===== src/inc/tpg_pkg.sv =====
/*
 * Shared constants and types for the video test pattern generator.
 * Assumes a 100 MHz core clock and a byte-wide CSI-2 packet stream.
 */
package tpg_pkg;

  // ----------------------------------------------------------------
  // Register byte offsets
  // ----------------------------------------------------------------
  localparam logic [7:0] REG_CTRL     = 8'h00;
  localparam logic [7:0] REG_CSI      = 8'h04;
  localparam logic [7:0] REG_LINE_LEN = 8'h08;
  localparam logic [7:0] REG_BAR_W    = 8'h0c;
  localparam logic [7:0] REG_ACT_LPF  = 8'h10;
  localparam logic [7:0] REG_TOT_LPF  = 8'h14;
  localparam logic [7:0] REG_LINE_PD  = 8'h18;
  localparam logic [7:0] REG_VBP      = 8'h1c;
  localparam logic [7:0] REG_VFP      = 8'h20;
  localparam logic [7:0] REG_BLK_SIZE = 8'h24;
  localparam logic [7:0] REG_STATUS   = 8'h28;
  localparam logic [1:0] FIX_PAGE     = 2'b01;  // 0x40..0x7c

  // ----------------------------------------------------------------
  // Field positions and reset values
  // ----------------------------------------------------------------
  localparam int CTRL_EN_BIT   = 0;
  localparam int CTRL_MODE_BIT = 1;  // 0 bars, 1 fixed
  localparam int CTRL_BARS_LSB = 2;  // log2 of bar count
  localparam logic [3:0] CTRL_RST  = 4'hc;
  localparam logic [4:0] BLK_RST   = 5'h01;
  localparam logic [15:0] WORD_RST = 16'h0000;

  // Bar bytes, bar 0 in the low byte
  localparam logic [63:0] BAR_BYTES = 64'h800f_cc55_7ff0_33aa;

  // ----------------------------------------------------------------
  // Timing
  // ----------------------------------------------------------------
  localparam int CLK_PERIOD_NS = 10;
  localparam int LINE_UNIT_NS  = 10;
  localparam int CYC_PER_UNIT  = LINE_UNIT_NS / CLK_PERIOD_NS;

  // ----------------------------------------------------------------
  // Types
  // ----------------------------------------------------------------
  typedef enum logic [1:0] {
    PK_FS  = 2'b00,
    PK_FE  = 2'b01,
    PK_HDR = 2'b10,
    PK_PAY = 2'b11
  } tpg_kind_e;

  typedef enum logic [2:0] {
    ST_IDLE = 3'b000,
    ST_WAIT = 3'b001,
    ST_FS   = 3'b010,
    ST_HDR  = 3'b011,
    ST_DATA = 3'b100
  } tpg_state_e;

  typedef struct packed {
    logic        valid;
    tpg_kind_e   kind;
    logic        last;
    logic [1:0]  vc;
    logic [5:0]  dt;
    logic [15:0] wc;
    logic [7:0]  data;
  } tpg_beat_s;

endpackage


===== src/hw/tpg_generator.sv =====
/*
 * Test pattern generator: builds CSI-2 frames of color bars or a
 * repeating fixed byte block, configured over Avalon-MM.
 * Assumes the transmitter shares core_clk and takes one beat per
 * cycle while txReady is high.
 */
// Local design decisions: the address map and the Avalon-MM register port.
// Behaviour
// - Bar bytes AA,33,F0,7F,55,CC,0F then 80 for the last bar (eight bars; with four, two or one bar the last bar is 0F, 55 or AA).
// - Reset configuration gives eight bars per active line.
// - Bars span bar width; the last bar fills to line length.
// - Bar count selectable as one, two, four or eight.
// - Line length and bar width are separate settings.
// - Datatype and virtual channel go into produced packets.
// - Active lines and total lines per frame set frame length.
// - Line start spacing is a line period in 10 ns units.
// - Front porch blank lines come before frame end.
// - Back porch blank lines follow frame start.
// - Runs on the transmit clock, hands formatted beats out.
// - Fixed mode repeats programmable bytes, same geometry.
// - Fixed mode inverts the bytes on every other bar.
// - Block length one to sixteen bytes, repeated along line.
// - Sixteen byte registers hold the fixed block.
// - Fixed block bytes sit on page 0x40, all other settings on page 0.
`timescale 1ns/1ns
`default_nettype none

module tpg_generator
  import tpg_pkg::*;
(
  input  wire logic        core_clk,        // Transmit clock
  input  wire logic        rst,             // Sync reset, high
  input  wire logic [7:0]  avs_address,     // Byte address
  input  wire logic        avs_read,        // Read request
  input  wire logic        avs_write,       // Write request
  input  wire logic [31:0] avs_writedata,   // Write data
  input  wire logic [3:0]  avs_byteenable,  // Byte lanes
  output logic      [31:0] avs_readdata,    // Read data
  output logic             avs_waitrequest, // Stall
  input  wire logic        txReady,         // Transmitter takes beat
  output var tpg_beat_s    txBeat           // Packet beat out
);

  // ----------------------------------------------------------------
  // Helpers
  // ----------------------------------------------------------------
  function automatic logic [31:0] beMerge(
    input logic [31:0] old,
    input logic [31:0] wd,
    input logic [3:0]  be
  );
    logic [31:0] r;
    r = old;
    for (int i = 0; i < 4; i++) begin
      if (be[i]) begin
        r[i*8 +: 8] = wd[i*8 +: 8];
      end
    end
    return r;
  endfunction

  // ----------------------------------------------------------------
  // Registers
  // ----------------------------------------------------------------
  logic [3:0]  ctrlQ;
  logic [7:0]  csiQ;
  logic [15:0] lineLenQ, barWQ, actQ, totQ, linePdQ;
  logic [7:0]  vbpQ, vfpQ;
  logic [4:0]  blkQ;
  logic [7:0]  fixQ [16];
  logic        waitQ;
  logic [31:0] rdQ, rdMux;
  tpg_beat_s   beatQ;
  tpg_state_e  stateQ;
  logic [15:0] lineIdxQ, frameCntQ, byteCntQ, barPosQ;
  logic [2:0]  barIdxQ;
  logic [3:0]  blkPosQ;
  logic        actLineQ, pendQ;
  logic [15:0] tmrQ;
  logic [7:0]  prescQ;

  logic        wrAcc, en, advance, lineTake, unitTick;
  logic [31:0] wm;
  logic [15:0] actEnd, feLine;
  logic        isActive, lastBar;
  logic [2:0]  lastBarIdx, colorIdx;
  logic [7:0]  payByte;

  assign en    = ctrlQ[CTRL_EN_BIT];
  assign wrAcc = avs_write && !waitQ;
  assign avs_waitrequest = waitQ;
  assign avs_readdata    = rdQ;
  assign txBeat          = beatQ;

  // Merge of the write data over the addressed word
  always_comb begin
    wm = beMerge(rdMux, avs_writedata, avs_byteenable);
  end

  // ----------------------------------------------------------------
  // Avalon handshake: one wait cycle, answer on the second
  // ----------------------------------------------------------------
  // Read data is latched with the wait cycle so it is a flop output
  always_ff @(posedge core_clk) begin
    if (rst) begin
      waitQ <= 1'b1;
      rdQ   <= 32'h0000_0000;
    end else if ((avs_read || avs_write) && waitQ) begin
      waitQ <= 1'b0;
      rdQ   <= avs_read ? rdMux : 32'h0000_0000;
    end else begin
      waitQ <= 1'b1;
    end
  end

  // Read decode; unmapped offsets read zero
  always_comb begin
    rdMux = 32'h0000_0000;
    if (avs_address[7:6] == FIX_PAGE) begin
      rdMux[7:0] = fixQ[avs_address[5:2]];
    end else begin
      case (avs_address)
        REG_CTRL:     rdMux[3:0]  = ctrlQ;
        REG_CSI:      rdMux[7:0]  = csiQ;
        REG_LINE_LEN: rdMux[15:0] = lineLenQ;
        REG_BAR_W:    rdMux[15:0] = barWQ;
        REG_ACT_LPF:  rdMux[15:0] = actQ;
        REG_TOT_LPF:  rdMux[15:0] = totQ;
        REG_LINE_PD:  rdMux[15:0] = linePdQ;
        REG_VBP:      rdMux[7:0]  = vbpQ;
        REG_VFP:      rdMux[7:0]  = vfpQ;
        REG_BLK_SIZE: rdMux[4:0]  = blkQ;
        REG_STATUS:   rdMux = {lineIdxQ, frameCntQ[12:0], stateQ};
        default:      rdMux = 32'h0000_0000;
      endcase
    end
  end

  // Configuration writes, taken at the edge that ends the wait-low cycle
  always_ff @(posedge core_clk) begin
    if (rst) begin
      ctrlQ    <= CTRL_RST;
      csiQ     <= 8'h00;
      lineLenQ <= WORD_RST;
      barWQ    <= WORD_RST;
      actQ     <= WORD_RST;
      totQ     <= WORD_RST;
      linePdQ  <= WORD_RST;
      vbpQ     <= 8'h00;
      vfpQ     <= 8'h00;
      blkQ     <= BLK_RST;
    end else if (wrAcc && avs_address[7:6] != FIX_PAGE) begin
      case (avs_address)
        REG_CTRL:     ctrlQ    <= wm[3:0];
        REG_CSI:      csiQ     <= wm[7:0];
        REG_LINE_LEN: lineLenQ <= wm[15:0];
        REG_BAR_W:    barWQ    <= wm[15:0];
        REG_ACT_LPF:  actQ     <= wm[15:0];
        REG_TOT_LPF:  totQ     <= wm[15:0];
        REG_LINE_PD:  linePdQ  <= wm[15:0];
        REG_VBP:      vbpQ     <= wm[7:0];
        REG_VFP:      vfpQ     <= wm[7:0];
        REG_BLK_SIZE: blkQ     <= wm[4:0];
        default:      ;
      endcase
    end
  end

  // Fixed block bytes, one register per byte position
  always_ff @(posedge core_clk) begin
    if (rst) begin
      for (int i = 0; i < 16; i++) begin
        fixQ[i] <= 8'h00;
      end
    end else if (wrAcc && avs_address[7:6] == FIX_PAGE) begin
      fixQ[avs_address[5:2]] <= wm[7:0];
    end
  end

  // ----------------------------------------------------------------
  // Line timing
  // ----------------------------------------------------------------
  // Divider gives one enable per 10 ns unit when CLK_PERIOD_NS divides 10
  assign unitTick = (prescQ == 8'(CYC_PER_UNIT - 1));

  always_ff @(posedge core_clk) begin
    if (rst || !en) begin
      prescQ <= 8'h00;
    end else begin
      prescQ <= unitTick ? 8'h00 : 8'(prescQ + 8'h01);
    end
  end

  // Timer starts at zero so the first line begins on enable
  always_ff @(posedge core_clk) begin
    if (rst || !en) begin
      tmrQ <= 16'h0000;
    end else if (unitTick) begin
      if (tmrQ == 16'h0000) begin
        tmrQ <= (linePdQ == 16'h0000) ? 16'h0000
                : 16'(linePdQ - 16'h0001);
      end else begin
        tmrQ <= 16'(tmrQ - 16'h0001);
      end
    end
  end

  // Pending line start; a new start wins over the take
  always_ff @(posedge core_clk) begin
    if (rst || !en) begin
      pendQ <= 1'b0;
    end else if (unitTick && tmrQ == 16'h0000) begin
      pendQ <= 1'b1;
    end else if (lineTake) begin
      pendQ <= 1'b0;
    end
  end

  // ----------------------------------------------------------------
  // Frame layout
  // ----------------------------------------------------------------
  // Line 0 opens with frame start, then back porch, active, front
  assign actEnd   = 16'(16'(vbpQ) + actQ);
  assign feLine   = 16'(actEnd + 16'(vfpQ));
  assign isActive = (lineIdxQ >= 16'(vbpQ)) && (lineIdxQ < actEnd);
  assign advance  = en && (!beatQ.valid || txReady);
  assign lineTake = advance && stateQ == ST_WAIT && pendQ;

  // ----------------------------------------------------------------
  // Byte pattern
  // ----------------------------------------------------------------
  // Fewer bars spread over the table so one bar shows 0xaa alone
  always_comb begin
    lastBarIdx = 3'(4'(4'h1 << ctrlQ[3:2]) - 4'h1);
    lastBar    = (barIdxQ == lastBarIdx);
    colorIdx   = 3'(barIdxQ << (2'd3 - ctrlQ[3:2]));
    if (ctrlQ[CTRL_MODE_BIT]) begin
      payByte = fixQ[blkPosQ] ^ {8{barIdxQ[0]}};
    end else begin
      payByte = BAR_BYTES[{colorIdx, 3'b000} +: 8];
    end
  end

  // ----------------------------------------------------------------
  // Packet sequencer
  // ----------------------------------------------------------------
  // Disable clears state and beat on the next edge; a beat loaded at the disabling write's edge can still be taken
  always_ff @(posedge core_clk) begin
    if (rst || !en) begin
      stateQ    <= ST_IDLE;
      beatQ     <= '0;
      lineIdxQ  <= 16'h0000;
      frameCntQ <= 16'h0000;
      actLineQ  <= 1'b0;
    end else if (advance) begin
      beatQ.valid <= 1'b0;
      case (stateQ)
        ST_IDLE: begin
          stateQ <= ST_WAIT;
        end
        ST_WAIT: begin
          if (pendQ) begin
            actLineQ <= isActive;
            lineIdxQ <= (lineIdxQ + 16'h0001 >= totQ) ? 16'h0000
                        : 16'(lineIdxQ + 16'h0001);
            if (lineIdxQ == 16'h0000) begin
              stateQ <= ST_FS;
            end else if (lineIdxQ == feLine) begin
              beatQ <= '{1'b1, PK_FE, 1'b1, csiQ[7:6], 6'h01,
                         frameCntQ, 8'h00};
              frameCntQ <= 16'(frameCntQ + 16'h0001);
            end else if (isActive) begin
              stateQ <= ST_HDR;
            end
          end
        end
        ST_FS: begin
          beatQ  <= '{1'b1, PK_FS, 1'b1, csiQ[7:6], 6'h00,
                      frameCntQ, 8'h00};
          stateQ <= actLineQ ? ST_HDR : ST_WAIT;
        end
        ST_HDR: begin
          // Long packet header carries the programmed identifiers
          beatQ  <= '{1'b1, PK_HDR, 1'b0, csiQ[7:6], csiQ[5:0],
                      lineLenQ, 8'h00};
          stateQ <= (lineLenQ == 16'h0000) ? ST_WAIT : ST_DATA;
        end
        ST_DATA: begin
          beatQ <= '{1'b1, PK_PAY, byteCntQ + 16'h0001 == lineLenQ,
                     csiQ[7:6], csiQ[5:0], lineLenQ, payByte};
          if (byteCntQ + 16'h0001 >= lineLenQ) begin
            stateQ <= ST_WAIT;
          end
        end
        default: stateQ <= ST_IDLE;
      endcase
    end
  end

  // Byte, bar and block position counters within a line
  always_ff @(posedge core_clk) begin
    if (rst || !en || (advance && stateQ == ST_HDR)) begin
      byteCntQ <= 16'h0000;
      barPosQ  <= 16'h0000;
      barIdxQ  <= 3'h0;
      blkPosQ  <= 4'h0;
    end else if (advance && stateQ == ST_DATA) begin
      byteCntQ <= 16'(byteCntQ + 16'h0001);
      // Last bar never wraps, so it runs to line end
      if (!lastBar && barPosQ + 16'h0001 >= barWQ) begin
        barPosQ <= 16'h0000;
        barIdxQ <= 3'(barIdxQ + 3'h1);
      end else begin
        barPosQ <= 16'(barPosQ + 16'h0001);
      end
      // Zero block size behaves as one byte
      if ({1'b0, blkPosQ} + 5'h01 >= blkQ) begin
        blkPosQ <= 4'h0;
      end else begin
        blkPosQ <= 4'(blkPosQ + 4'h1);
      end
    end
  end

endmodule

`default_nettype wire


===== config.mk =====
export PLATFORM = sky130hd
export DESIGN_NAME = tpg_generator
export DESIGN_NICKNAME = d
export VERILOG_FILES = /design/src/inc/tpg_pkg.sv /design/src/hw/tpg_generator.sv
export SDC_FILE = /design/constraint.sdc
export NUM_CORES = 1
export LEC_CHECK = 0
export ABC_AREA = 1
export ABC_CLOCK_PERIOD_IN_PS = 4350
export BUFFER_PORTS_ARGS = -buffer_cell sky130_fd_sc_hd__buf_2
export CORE_ASPECT_RATIO = 1.75
export CORE_MARGIN = 4
export CORE_UTILIZATION = 60
export DETAILED_ROUTE_END_ITERATION = 12
export PLACE_DENSITY = 0.83
export SYNTH_ARGS = -nofsm -noshare
export SYNTH_HDL_FRONTEND = slang
export SYNTH_SLANG_ARGS = --single-unit

===== constraint.sdc =====
create_clock -name core_clk -period 4.35 [get_ports core_clk]
set_input_delay 0.435 -clock core_clk [delete_from_list [all_inputs] [get_ports core_clk]]
set_output_delay 0.435 -clock core_clk [all_outputs]
set_load 0.01 [all_outputs]

==> metrics.cfg, run 1 <==
[placement]
place_area_um2 = 25100
dp.cells = 3702
gp_congestion = 1.04
dp_slack_ns = 0.0184
io_buffers = 99
dp_hpwl_um = 64800

[routing]
wl_per_cell_um = 22.8
first_pass_iters = 10
wl_um = 86100
viasPerCell = 6.21
drc = 0
antenna_left = 0
drt_iter0_drc = 2375
route.vias.total = 23489

[global_route]
grt_pass1_wl_um = 129000
first_global_vias = 22786
grt_usage_pct = 38.3
antenna_found_initial = 2
grt_max_degree = 82
grt.overflow.total = 0

[synthesis]
synth_flop_cell = dfxtp_1
ys_warn_count = 0
synth_area_um2 = 23900
synth_cells = 3191
synth_sequential_area_ratio_pct = 40.0
synth_fp_nets = 3351
synth_edf_count = 128
synth_cell_types = 62
ys_ff_latch = 414
synthArstFlopShare_pct = 0
syn_avg_cell_area_um2 = 7.50

[timing]
hold_violations = 0
slew_violations = 0
period_needed_ns = 4.10
whs_ns = 0.291
worstMarginPinSlew_ns = 1.26
fmax_ghz = 0.244
setup_violations = 0
setup_ws_ns = 0.248
tns_ns = 0
skew_ns = 0.0144
fin_crit_sh_pct = 94.3
relSlewSlack_pct = 15.5

[cells_and_area]
multi_input_area_um2 = 12400
utilization_pct = 67.6
area_growth_pct = 10.9
fill_cells = 3312
regMostFlops = fixQ
drive_gt1_share_pct = 9.36
stdcell_count = 3783
seqCellArea_um2 = 9570
final_cell_area_um2 = 26600
layout.nets = 3421
largest_reg_flops = 128

[clock_network]
clk_latency_ns = 0.56
htreeDepth = 2
numCtsBuffers = 40
cts_root_buf = clkbuf_16
cts.sink_count = 414
clkSlewWorstSetupHoldPaths_ns = 0.07
cts_tree = done
hold_buffers = 0
cts.path.max_buffers = 3

[min_path]
min_path_type = input pin to flip-flop

[worst_setup_path]
worstPathMaxFanout = 8
cp_data_arrival_time_ns = 4.57
critPathCaptureType = flip-flop
criticalPathCategory = flip-flop to flip-flop
cp.required_ns = 4.82
crit_path_start_kind = flip-flop

[power_and_ir_drop]
p_total_mw = 8.11
p_leak_nw = 10.9
power_density_nw_per_um2 = 305
peakVddDrop_mv = 0.265

[die]
start_util_pct = 61.0
die_area_um2 = 43300
die_w_um = 159
fp.dieH_um = 272
fp-row-count = 96
core_region_area_um2 = 39300
io_pins = 118

[flow_run]
maxCapViolCount = 0

[status]
outcome = completed

-- repair_timing --
item | 4_1_cts | 5_1_grt
endpoints found under the setup margin | 0 | 55
resized for setup | 0 | 12
setup buffers | 0 | 7
-- power breakdown --
| part | internal [mW] | total [mW] | switching (mW) |
|---|---|---|---|
| logic | 0.0858 | 0.377 | 0.291 |
| clock network | 2.12 | 3.69 | 1.57 |
| registers | 4.02 | 4.04 | 0.0283 |
-- worst paths after layout --
path	to	cells past startpoint	startpoint	slack, ns
max reg2reg	lineIdxQ[13]	20	lineIdxQ[0]	0.25
max	lineIdxQ[13]	20	lineIdxQ[0]	0.25
min	totQ[7]	3	avs_writedata[7]	0.29
min reg2reg	avs_readdata[18]	2	avs_readdata[18]	0.46
-- worst max-delay path, cell delays in order, from the launching register on --
cell     delay [ns]
dfxtp_1        0.51
ha_1           0.24
nand3_1        0.10
nor2_1         0.11
inv_1          0.10
nor3_1         0.45
nand3_1        0.26
nor3_1         0.33
nand2_1        0.12
xor2_1         0.26
ha_1           0.28
nand2_1        0.09
inv_1          0.04
nand3_1        0.11
inv_1          0.05
a21oi_1        0.27
nand3_1        0.12
nor2_1         0.17
buf_4          0.21
a22oi_1        0.09
nor2_1         0.11
-- area by class of cell --
class | count | area share [%]
antenna | 2 | 0.0188
sequential | 414 | 36.0
timing repair buffer | 172 | 4.12
multi-input combinational | 2241 | 46.9
tap | 490 | 2.31
clock inverter | 15 | 0.735
inverter | 392 | 5.54
clock buffer | 57 | 4.39
-- layout by cell type, fill, tap and decap left out, drive strengths merged, types with 2 or more instances in the layout --
master | synthesis | layout
nand2 | 576 | 576
inv | 385 | 391
a21oi | 390 | 390
nor2 | 338 | 338
dfxtp | 286 | 286
o21ai | 229 | 229
buf | 40 | 172
nand3 | 144 | 144
edfxtp | 128 | 128
ha | 109 | 109
xor2 | 69 | 69
a22oi | 67 | 67
clkbuf | 104 | 57
o211ai | 48 | 48
nand4 | 43 | 43
mux2i | 43 | 43
nor3 | 34 | 34
o22ai | 30 | 30
a221oi | 16 | 16
nor4 | 16 | 16
o221ai | 13 | 13
clkinv | 7 | 11
xnor2 | 9 | 9
a211oi | 9 | 9
or2 | 8 | 8
nand3b | 7 | 7
o41ai | 7 | 7
o21a | 6 | 6
nor3b | 5 | 5
bufinv | 0 | 4
a21boi | 3 | 3
o31ai | 3 | 3
o2111ai | 3 | 3
diode | 0 | 2
a31o | 2 | 2
a31oi | 2 | 2
a2111oi | 2 | 2
fa | 2 | 2
-- per-layer routing --
| layer | vias to the layer above | track usage, % | part of all wire [%] |
|---|---|---|---|
| met5 | - | 0 | 0 |
| met2 | 1211 | 68.3 | 49 |
| met4 | 0 | 38.2 | 13 |
| met3 | 445 | 5.54 | 6.6 |
| met1 | 10868 | 36.7 | 32 |
| li1 | 10965 | - | - |
-- cell families after synthesis --
family / Yosys count / share of synthesized area [%]
AO/OA/AOI/OAI: 834 / 19.9
multiplexers: 43 / 1.80
flip-flops: 414 / 40.0
AND/OR/NAND/NOR: 1175 / 20.9
buffers and inverters: 536 / 8.72
XOR/XNOR: 78 / 2.88
adder cells (fa/ha/maj): 111 / 5.86
-- cells in the mapped netlist (all sizes together), types with 5 or more instances --
cell type / number / area, um^2
nand2: 576 / 2200
a21oi: 390 / 1960
inv: 385 / 1450
nor2: 338 / 1330
dfxtp: 286 / 5730
o21ai: 229 / 1160
nand3: 144 / 743
edfxtp: 128 / 3840
ha: 109 / 1360
clkbuf: 104 / 390
xor2: 69 / 612
a22oi: 67 / 503
o211ai: 48 / 360
mux2i: 43 / 430
nand4: 43 / 284
buf: 40 / 225
nor3: 34 / 180
o22ai: 30 / 188
a221oi: 16 / 140
nor4: 16 / 100
o221ai: 13 / 114
a211oi: 9 / 67.6
xnor2: 9 / 78.8
or2: 8 / 50.1
clkinv: 7 / 26.3
nand3b: 7 / 52.6
o41ai: 7 / 61.3
o21a: 6 / 45.0
nor3b: 5 / 37.5
No activity file was read; power rests on OpenSTA's default activity.
==> run 2: changes to the inputs <==
Settings changed: BUFFER_PORTS_ARGS -buffer_cell sky130_fd_sc_hd__buf_2 to not set, DONT_BUFFER_PORTS set to 1, PLACE_DENSITY 0.83 to 0.81.
==> run 2 against run 1 <==
  * Final cell count is 2.4% lower
  * Wire length up 0.54%
  * Worst setup slack improved by 0.056 ns
  * Global-route usage is 0.11 points lower
  * Flip-flop and latch count unchanged
  * Clock power fell by 4%
==> metrics.cfg, run 2 (synthesized netlist as in run 1, its figures left out) <==
[placement]
io_buffers = 0
place_area_um2 = 24700
dp_hpwl_um = 63700
gp_congestion = 1.05

[cells_and_area]
layout.nets = 3330
area_growth_pct = 9.20
final_common_cell = nand2_1
final_cell_area_um2 = 26100
regMostFlops = fixQ
fill_cells = 3390
drive_gt1_share_pct = 6.84
most-common-layout-cells = nand2_1 (563), a21oi_1 (386), inv_1 (379), nor2_1 (326), dfxtp_1 (283)
largest_reg_flops = 128
utilization_pct = 66.6

[min_path]
hold_start = rst
worstHoldPathCells = 2
min_to = avs_readdata[1]
min_path_type = input pin to flip-flop

[worst_setup_path]
r2r_slack_ns = 0.30
critPathCaptureType = flip-flop
r2r_end = txBeat[25]
cp_data_arrival_time_ns = 4.54
critical_path.top_delay_family = simple AND/OR/NAND/NOR gates
r2r_cells = 27
rr_startpoint = actQ[0]
max_stage_delay_ns = 0.35
cp.required_ns = 4.84
crit_path_start_kind = flip-flop
worst-path-buf-inv = 4
worstPathMaxFanout = 23
criticalPathCategory = flip-flop to flip-flop
cpMostUsedCell = nand2_1
slowest_stage = dfxtp_2

[global_route]
grt.overflow.total = 0
first_global_vias = 22648
grt_pass1_wl_um = 128000
grt_usage_pct = 38.2
antenna_found_initial = 1
grt_max_degree = 127

[clock_network]
numCtsBuffers = 40
htreeDepth = 2
cts_root_buf = clkbuf_16
cts.path.max_buffers = 3
cts_tree = done
clk_latency_ns = 0.57
clkSlewWorstSetupHoldPaths_ns = 0.06
cts.sink_count = 414

[timing]
relSlewSlack_pct = 16.6
whs_ns = 0.174
rsz0062_at_grt = false
worstMarginPinSlew_ns = 1.24
hold_violations = 0
setup_violations = 0
fmax_ghz = 0.247
fin_crit_sh_pct = 93.0
period_needed_ns = 4.05
skew_ns = 0.0246
slew_violations = 0

[routing]
wl_per_cell_um = 23.5
viasPerCell = 6.33
route.vias.total = 23378
drt_iter0_drc = 2326
drc = 0
first_pass_iters = 8
antenna_left = 0
wl_um = 86600

[die]
fp-row-count = 96
fp.dieH_um = 272
die_area_um2 = 43300
core_region_area_um2 = 39300
io_pins = 118
die_w_um = 159
start_util_pct = 61.0

[power_and_ir_drop]
peakVddDrop_mv = 0.287
p_leak_nw = 10.4
power_density_nw_per_um2 = 305
p_total_mw = 7.97

[flow_run]
maxCapViolCount = 0

[status]
outcome = completed

run 2: cell types whose count changed in the layout (fill, tap and decap cells not counted), moves of 3 or more:
| cell | change |
|---|---|
| buf_12 | +5 |
| inv_6 | -3 |
| o21ai_4 | -3 |
| buf_2 | -99 |
| clkinv_8 | +4 |
| clkinv_2 | +4 |
| o21ai_2 | +3 |
run 2: final cells by class:
type	count	area [um^2]	area share, %
timing repair buffer	79	708	2.71
tap	490	613	2.34
inverter	392	1470	5.63
clock buffer	57	1150	4.42
sequential	414	9580	36.6
antenna	1	2.50	0.00957
multi-input combinational	2243	12400	47.6
clock inverter	15	170	0.651
run 2: repair_timing:
action                                  in CTS  in global routing
buffers inserted                             0                  4
cloned                                       0                  2
endpoints found under the hold margin       34                  0
hold buffers                                 2                  0
pin swaps                                    0                  8
gates resized for setup                      1                 13
endpoints found under the setup margin      11                 63
run 2: worst max-delay path by stage:
stage / from / slack, ns / to / cells after the start
5_1_grt: vbpQ[0] / 0.01 / txBeat[25] / 28
6_report: actQ[0] / 0.30 / txBeat[25] / 27
2_1_floorplan: vbpQ[0] / 0.74 / txBeat[32] / 28
3_3_place_gp: actQ[0] / 0.17 / txBeat[33] / 28
4_1_cts: actQ[0] / 0.02 / txBeat[25] / 27
3_5_place_dp: actQ[0] / -0.01 / txBeat[14] / 28
run 2: power breakdown:
| group | internal (mW) | leakage, nW | switching, mW |
|---|---|---|---|
| combinational | 0.0858 | 6.14 | 0.283 |
| clock | 1.99 | 0.656 | 1.57 |
| sequential | 4.02 | 3.62 | 0.0281 |
run 2: through the flow:
stage	TNS (ns)	worst slack, ns	cells
2_1_floorplan	0	0.737	3191
3_3_place_gp	0	0.170	3610
3_5_place_dp	-0.0549	-0.0104	3610
4_1_cts	0	0.0181	3684
5_1_grt	0	0.0108	3690
6_report	0	0.304	3691
run 2: metal layers:
metal	vias to the layer above	GRT usage [%]	routed length, um
li1	10805	-	-
met5	-	0	0
met2	1240	67.8	42600
met3	457	5.84	6200
met4	0	37.6	10700
met1	10876	36.8	27100
